===== config.mk =====
export PLATFORM = sky130hd
export DESIGN_NAME = cfm_filter_map
export DESIGN_NICKNAME = d
export VERILOG_FILES = /design/src/rtl/cfm_pkg.sv /design/src/rtl/cfm_filter_map.sv
export SDC_FILE = /design/constraint.sdc
export NUM_CORES = 1
export LEC_CHECK = 0
export ABC_AREA = 0
export BUFFER_PORTS_ARGS = -buffer_cell sky130_fd_sc_hd__buf_2
export CAP_MARGIN = 20
export CORE_MARGIN = 4
export CORE_UTILIZATION = 35
export CTS_CLUSTER_SIZE = 28
export DETAILED_ROUTE_END_ITERATION = 8
export SYNTH_ARGS = -nofsm -noshare
export SYNTH_HDL_FRONTEND = slang
export SYNTH_SLANG_ARGS = --single-unit

===== constraint.sdc =====
create_clock -name sys_clk -period 4.45 [get_ports sys_clk]
set_input_delay 0.445 -clock sys_clk [delete_from_list [all_inputs] [get_ports sys_clk]]
set_output_delay 0.445 -clock sys_clk [all_outputs]
set_load 0.01 [all_outputs]

===== src/rtl/cfm_pkg.sv =====
// Purpose: constants and carrier types for the receive filter object map
// Assumes: 32-bit AXI4-Lite register access, twelve filters in three registers
// Notes:   one byte per filter: enable on top, two dead bits, 5-bit pointer
package cfm_pkg;
   localparam int          CFM_NUM_FILTERS = 12;
   localparam int          CFM_NUM_REGS    = 3;
   localparam int          CFM_PTR_W       = 5;
   localparam int          CFM_ADDR_W      = 4;
   localparam int          CFM_ENABLE_BIT  = 7;
   localparam int          CFM_PTR_LSB     = 0;
   localparam logic [3:0]  CFM_OFF_CTRL0   = 4'h0;
   localparam logic [3:0]  CFM_OFF_CTRL1   = 4'h4;
   localparam logic [3:0]  CFM_OFF_CTRL2   = 4'h8;
   localparam logic [4:0]  CFM_PTR_RESET   = 5'h00;
   localparam logic        CFM_EN_RESET    = 1'b0;
   localparam logic [1:0]  CFM_RESP_OKAY   = 2'h0;
   localparam logic [1:0]  CFM_RESP_SLVERR = 2'h2;

   // one filter slot
   typedef struct packed {
      logic                 enable;
      logic [CFM_PTR_W-1:0] ptr;
   } cfm_slot_t;

   // write and read answer channels of the slave
   typedef struct packed {
      logic       bvalid;
      logic [1:0] bresp;
      logic       rvalid;
      logic [1:0] rresp;
      logic [31:0] rdata;
   } cfm_bus_t;
endpackage


===== src/rtl/cfm_filter_map.sv =====
// Purpose: filter enable and object pointer registers with hit routing
// Assumes: write address and data may arrive in either order
// Notes:   unmapped offsets answer with a slave error, read as zero
//
// The AXI4-Lite slave port and the register offsets were chosen for this implementation.
`timescale 1ns/1ps

//Behaviour
//- each filter has one enable bit; clear means it accepts nothing
//- a hitting message goes to the object numbered by the 5-bit pointer
//- a pointer only changes while its filter enable is zero
//- each register byte: enable on top, two unused bits, pointer low five
//- unused bits ignore writes and read as zero
//- register k holds filters 4k to 4k+3, lowest in the low byte
//- reset clears every enable and pointer
module cfm_filter_map
   import cfm_pkg::*;
#(
   parameter int NUM_FILTERS = CFM_NUM_FILTERS
)(
   input  wire logic                   sys_clk,
   input  wire logic                   rst_b,
   input  wire logic [CFM_ADDR_W-1:0]  s_axi_awaddr,
   input  wire logic                   s_axi_awvalid,
   output logic                        s_axi_awready,
   input  wire logic [31:0]            s_axi_wdata,
   input  wire logic [3:0]             s_axi_wstrb,
   input  wire logic                   s_axi_wvalid,
   output logic                        s_axi_wready,
   output logic [1:0]                  s_axi_bresp,
   output logic                        s_axi_bvalid,
   input  wire logic                   s_axi_bready,
   input  wire logic [CFM_ADDR_W-1:0]  s_axi_araddr,
   input  wire logic                   s_axi_arvalid,
   output logic                        s_axi_arready,
   output logic [31:0]                 s_axi_rdata,
   output logic [1:0]                  s_axi_rresp,
   output logic                        s_axi_rvalid,
   input  wire logic                   s_axi_rready,
   input  wire logic [NUM_FILTERS-1:0] match_in,
   output logic [NUM_FILTERS-1:0]      filter_hit,
   output logic                        object_valid,
   output logic [CFM_PTR_W-1:0]        object_number,
   output logic [NUM_FILTERS-1:0]      filter_enable_any
);

   // all state of the block in one word, registered in one place
   typedef struct packed {
      cfm_slot_t [NUM_FILTERS-1:0] slot;
      logic                        aw_held;
      logic [CFM_ADDR_W-1:0]       aw_addr;
      logic                        w_held;
      logic [31:0]                 w_data;
      logic [3:0]                  w_strb;
      cfm_bus_t                    bus;
      logic [NUM_FILTERS-1:0]      hit;
      logic                        obj_valid;
      logic [CFM_PTR_W-1:0]        obj_num;
   } cfm_state_t;

   cfm_state_t st;
   cfm_state_t next_st;

   // bus geometry: one byte lane per filter, four lanes to a word
   localparam int         LANES    = 4;
   localparam int         LANE_W   = 8;
   // register index for an offset that decodes to nothing; any value
   // above the last register would do, this one is easy to spot
   localparam logic [2:0] IDX_NONE = 3'h7;

   // map a word offset to register index, or flag it unmapped;
   // unaligned offsets fall to the default and are refused as well
   function automatic logic [2:0] reg_index(input logic [CFM_ADDR_W-1:0] a);
      unique case (a)
         CFM_OFF_CTRL0: reg_index = 3'h0;
         CFM_OFF_CTRL1: reg_index = 3'h1;
         CFM_OFF_CTRL2: reg_index = 3'h2;
         default:       reg_index = IDX_NONE;
      endcase
   endfunction

   // the whole block: bus slave, register writes, hit routing
   always_comb
   begin
      logic [2:0] widx;
      logic [2:0] ridx;
      logic [7:0] wbyte;
      logic [7:0] rbyte;
      logic       done;
      int         f;
      widx    = 3'h0;
      ridx    = 3'h0;
      wbyte   = 8'h00;
      rbyte   = 8'h00;
      done    = 1'b0;
      f       = 0;
      next_st = st;

      // capture address and data separately, in either order;
      // the readys drop while a half waits, so a second beat cannot overwrite it
      if (s_axi_awvalid && s_axi_awready)
      begin
         next_st.aw_held = 1'b1;
         next_st.aw_addr = s_axi_awaddr;
      end
      if (s_axi_wvalid && s_axi_wready)
      begin
         next_st.w_held = 1'b1;
         next_st.w_data = s_axi_wdata;
         next_st.w_strb = s_axi_wstrb;
      end
      if (st.bus.bvalid && s_axi_bready)
         next_st.bus.bvalid = 1'b0;

      // commit once both halves are held and the response slot is free;
      // waiting on a full response slot keeps each write paired with its answer
      if (st.aw_held && st.w_held && !st.bus.bvalid)
      begin
         widx               = reg_index(st.aw_addr);
         next_st.aw_held    = 1'b0;
         next_st.w_held     = 1'b0;
         next_st.bus.bvalid = 1'b1;
         next_st.bus.bresp  = (widx == IDX_NONE) ? CFM_RESP_SLVERR : CFM_RESP_OKAY;
         if (widx != IDX_NONE)
         begin
            for (int b = 0; b < LANES; b++)
            begin
               f     = int'(widx) * LANES + b;
               wbyte = st.w_data[b*LANE_W +: LANE_W];
               if (st.w_strb[b] && f < NUM_FILTERS)
               begin
                  next_st.slot[f].enable = wbyte[CFM_ENABLE_BIT];
                  // pointer frozen while the filter is live; the enable written in
                  // the same beat does not unlock it, so disable first
                  if (!st.slot[f].enable)
                     next_st.slot[f].ptr = wbyte[CFM_PTR_LSB +: CFM_PTR_W];
               end
            end
         end
      end

      // read: single outstanding, answered the cycle after address is taken;
      // arready stays low while the answer stands, so a clear and a new
      // capture never meet in one cycle
      if (st.bus.rvalid && s_axi_rready)
         next_st.bus.rvalid = 1'b0;
      if (s_axi_arvalid && s_axi_arready)
      begin
         ridx               = reg_index(s_axi_araddr);
         next_st.bus.rvalid = 1'b1;
         next_st.bus.rresp  = (ridx == IDX_NONE) ? CFM_RESP_SLVERR : CFM_RESP_OKAY;
         next_st.bus.rdata  = 32'h0000_0000;
         if (ridx != IDX_NONE)
         begin
            for (int b = 0; b < LANES; b++)
            begin
               f     = int'(ridx) * LANES + b;
               rbyte = 8'h00;
               if (f < NUM_FILTERS)
               begin
                  rbyte[CFM_ENABLE_BIT]             = st.slot[f].enable;
                  rbyte[CFM_PTR_LSB +: CFM_PTR_W]   = st.slot[f].ptr;
               end
               next_st.bus.rdata[b*LANE_W +: LANE_W] = rbyte;
            end
         end
      end

      // hit routing: lowest-numbered enabled match wins the object number;
      // a stored zero pointer is passed on as is, keeping it off is up to
      // software, and a disabled filter's pointer is never looked at
      next_st.obj_valid = 1'b0;
      next_st.obj_num   = CFM_PTR_RESET;
      for (int i = NUM_FILTERS - 1; i >= 0; i--)
      begin
         next_st.hit[i] = match_in[i] && st.slot[i].enable;
         if (next_st.hit[i])
         begin
            next_st.obj_valid = 1'b1;
            next_st.obj_num   = st.slot[i].ptr;
         end
      end
   end

   // state register, everything cleared at reset; every filter comes up
   // off with its pointer at the reserved zero, so nothing hits until
   // software has set a filter up
   always_ff @(posedge sys_clk or negedge rst_b)
   begin
      if (!rst_b)
      begin
         st <= '0;
      end
      else
      begin
         st <= next_st;
      end
   end

   // handshake outputs; ready drops while a half is held unprocessed
   // answers come straight from flip-flops, only the readys are gates
   assign s_axi_awready = !st.aw_held;
   assign s_axi_wready  = !st.w_held;
   assign s_axi_arready = !st.bus.rvalid;
   assign s_axi_bvalid  = st.bus.bvalid;
   assign s_axi_bresp   = st.bus.bresp;
   assign s_axi_rvalid  = st.bus.rvalid;
   assign s_axi_rresp   = st.bus.rresp;
   assign s_axi_rdata   = st.bus.rdata;
   assign filter_hit    = st.hit;
   assign object_valid  = st.obj_valid;
   assign object_number = st.obj_num;

   // enable view for the matching engine, wired straight out so the
   // engine sees a new enable in the cycle after its write commits
   always_comb
   begin
      for (int i = 0; i < NUM_FILTERS; i++)
         filter_enable_any[i] = st.slot[i].enable;
   end

endmodule


==> results.txt <==
- Of the total power, the clock network draws 30.4%.
* Chip Width: 152.2 um
- Counting tap cells, the placed design contains a total of 920 instances.
- In this run the power spent charging and discharging nets is 0.001678 W.
* Reg clk slew, reported paths: roughly 0.06 ns
- Worst-case clock skew: 0.005131 ns
- During I/O placement, the number of pins put on the boundary was 134.
- The number of endpoints with negative hold slack in the final report was 0.
- Height of the die: roughly 150 um
- Critical setup path kind: reg -> reg
- Counting every sink on the clock net gives 152.
- Count of mapped cells out of synthesis: 616
* Post-detailed-placement half-perimeter wirelength: 14430 um
- STA classifies the critical path endpoint as a flop.
- Net switching is roughly a third of the power.
* Clock root buffer: clkbuf_16
- Total via count after detailed routing: 5011
* Core region area: 20360 um2
* Yosys synthesis warning count: 0
* Post-route DRC violation count: 0
- In the finished design, the share of the clock period the worst path needs comes to 52.22%.
- TritonCTS built the clock tree.
* Path type of the worst min-delay path: in -> async
- After routing the design area is 8342 um2.
* Worst slew margin relative to its limit: 36.11%
* Post-place setup slack: 1.929 ns
- In this run the critical register-to-register path is launched from s_axi_bvalid$_DFFE_PN0P_.
- Setup Fix Bufs, Post-CTS: 0
- Antenna Cells: 0
- For flop-to-flop paths, the worst setup slack is 2.13 ns.
- Counting flops with an async set or reset pin after synthesis yields a share of 100.0%.
- For the worst setup path, the data required time is roughly 4.8 ns.
- The longest clock path from root to sink contains 2 buffers.
- Maximum number of pins on one net before global-route repair: 69
- Final setup slack of the worst path: around 2.1 ns
* Biggest area consumer among synthesized cells: dfrtp_1
- Once the floorplan was initialized, standard cells occupied 35.73% of the core.
- CTS Buf Count: 17
- Proportion of synthesized chip area in sequential cells: 52.28%
- Before antenna repair, the detailed router went through 5 iterations.
* Non-filler instance count after layout: 952
* Final net count: 732
- Post-synthesis average cell area: 11.81 um2
- The via count of the first global-routing pass was 5199.
* Layout-stage area growth over the synthesis result: 14.65%
* Unrepaired setup endpoints after global routing: no
- The number of max-slew violations in the final report is 0.
* Distinct cell type count after synthesis: 43
- Final setup violation count: 0
- Wire length of the first global-routing pass: ~30000 um
- The share of total power dissipated in combinational logic is about a quarter.
* Worst slew pin tran: between 0.9 and 1 ns
* Reg power frac: between 40% and 50%
- For this design, the CTS-stage hold fixing added 0 buffers.
* WP data arrival: 2.63 ns
* Initial antenna violation count: 0
- The H-tree was split into 4 levels.
- Final-layout setup total negative slack: 0 ns
- Layout cell share with drive strength beyond 1: between 30% and 40%
- Count of cells resized by post-cts repair: 0
* Number of placement rows: 52
* Startpoint kind of the worst setup timing path: flop
- Run status: finished clean
- Worst-skew pair later-pin latency: about 0.42 ns
* Endpoint of the worst-slack reg-to-reg timing path: st[147]$_DFFE_PN0P_
* Min cycle time layout: 2.324 ns
- Post-synth design cell area: slightly above 7000 um2
* Starting DRT DRC Count: 467
- Antenna-violating nets left: 0
* Die ar.: 23160 um2
- On the final layout, the worst hold slack is 0.02810 ns.
- After synthesis, the cell types taking the most area are dfrtp_1 52%, mux2_2 16%, buf_4 6.7%, a22o_1 2.6%, nand2_1 2.4%.
* Synth Register Bits: between 150 and 200
- Static Leak: about 4 nW
- Cell area after placement: 7674 um2
- Post-DR wirelength/cell: 20.18 um
- Int Pwr: approximately 0.0036 W
- Number of flops mapped to enable cells by yosys: 0
* Pwr/cell area: approximately 630 nW/um2
* Largest vdd supply drop: 0.0002797 V
- Vias per inst: 5.264
* Overall global routing resource usage: between 10% and 20%
* Max-Cap Viols: 0
- In this run the tool buffered the top-level ports with 115 buffer cells.
- Upper clock frequency limit: around 430 MHz
- Routed WL: 19210 um
- The total overflow left after global routing is 0.
- Of the post-synthesis cell area, the dominant cell type holds 52.28%.
* Primary FF master, synth: dfrtp_1
- Cell count of the worst reg-to-reg path: 4
* Maximum fanout along the worst path: 9
* Gp weighted congestion: 0.8791
==> sequential cells by signal (all words and copies together) (netlist names) <==
| register | cells |
|---|---|
| s_axi_bvalid | 1 |
| st | 94 |
| filter_enable_any | 12 |
| s_axi_bresp | 1 |
| object_number | 5 |
| filter_hit | 12 |
| object_valid | 1 |
| s_axi_rresp | 1 |
| s_axi_rvalid | 1 |
| s_axi_rdata | 24 |
==> critical path: stages (launching register included) <==
cell and delay (ns):
dfrtp_1 0.39, nand3b_2 0.39, nor4b_4 0.64, nand3b_1 0.40, mux2_2 0.38
==> synth_stat cells (all sizes together), types with 2 or more instances <==
| library cell | n |
|---|---|
| a22o | 22 |
| o21ai | 27 |
| a21oi | 4 |
| nand4b | 5 |
| nand3b | 12 |
| and3 | 5 |
| a311oi | 10 |
| nand2 | 47 |
| clkbuf | 27 |
| o221ai | 5 |
| nor2b | 2 |
| a31o | 5 |
| o21a | 2 |
| a22oi | 23 |
| o221a | 2 |
| nor3 | 3 |
| nor2 | 7 |
| inv | 17 |
| dfrtp | 152 |
| and3b | 10 |
| nor4 | 4 |
| o211ai | 10 |
| buf | 69 |
| mux2 | 103 |
| o311a | 5 |
| and2 | 7 |
| nand3 | 22 |
==> placed cells by master, fill, tap and decap left out, types with 2 or more instances in the layout <==
cell       count
o221ai_1       5
o21ai_0       26
o221a_2        2
nand4b_1       5
nor4_4         2
and3b_1       10
nor3_1         2
nand3b_1      11
dfrtp_1      152
a311oi_1      10
buf_4          6
a22oi_1       23
nand3_1       22
o21a_1         2
and2_1         7
nor2_1         7
bufinv_16      5
a31o_2         5
clkbuf_1       4
o311a_1        5
mux2_2       102
a21oi_1        4
buf_2        114
nand2_1       47
clkbuf_8       5
inv_1         17
and3_1         5
a22o_1        22
o211ai_1      10
clkbuf_16     17
conb_1        10
==> power groups by stage <==
stage | sequential [W] | combinational [W] | clock [W]
4_1_cts | 0.00237 | 0.00130 | 0.00164
3_3_place_gp | 0.00236 | 0.00126 | 0
3_5_place_dp | 0.00240 | 0.00129 | 0
6_report | 0.00238 | 0.00129 | 0.00160
5_1_grt | 0.00245 | 0.00142 | 0.00170
2_1_floorplan | 0.00215 | 0.00110 | 0
==> layout make-up <==
cell class / instances / area (um2)
fill: 1960 / 12020
inverter: 17 / 63.81
sequential: 152 / 3804
clock buffer: 26 / 509.2
timing repair buffer: 121 / 626.9
tap: 270 / 337.8
multi-input combinational: 360 / 2841
clock inverter: 6 / 158.9
==> cell families (layout without fill, tap and decap cells) <==
| group | after synthesis | after routing | share of synthesized area, % |
|---|---|---|---|
| buffers and inverters | 113 | 170 | 9.235 |
| AO/OA/AOI/OAI | 117 | 117 | 12.02 |
| other | 1 | 10 | 0.05154 |
| flip-flops | 152 | 152 | 52.28 |
| multiplexers | 103 | 103 | 15.94 |
| AND/OR/NAND/NOR | 130 | 130 | 10.47 |
==> routing by layer <==
layer,vias up,wire length [um],track usage [%]
met3,28,1443,4.459
met2,233,8245,24.17
met1,2478,9142,24.20
li1,2272,-,-
met5,-,0,0
met4,0,380,5.522
==> metrics by stage <==
step                      power (W)  utilization (%)
after CTS                  0.005309            40.96
final                      0.005270            40.96
after floorplan            0.003254                -
after global routing       0.005570            40.96
after global placement     0.003618            37.68
after detailed placement   0.003690            37.68
==> worst max path at each step <==
stage	from	endpoint	slack [ns]
5_1_grt	s_axi_bvalid$_DFFE_PN0P_	st[149]$_DFFE_PN0P_	2.03
4_1_cts	s_axi_bvalid$_DFFE_PN0P_	st[119]$_DFFE_PN0P_	2.13
2_1_floorplan	s_axi_bvalid$_DFFE_PN0P_	st[116]$_DFFE_PN0P_	2.50
3_3_place_gp	s_axi_araddr[1]	s_axi_rdata[23]$_DFFE_PN0P_	1.96
3_5_place_dp	s_axi_araddr[1]	s_axi_rdata[18]$_DFFE_PN0P_	1.93
6_report	s_axi_bvalid$_DFFE_PN0P_	st[147]$_DFFE_PN0P_	2.13
Note: power is estimated with default switching activity, not from simulation.
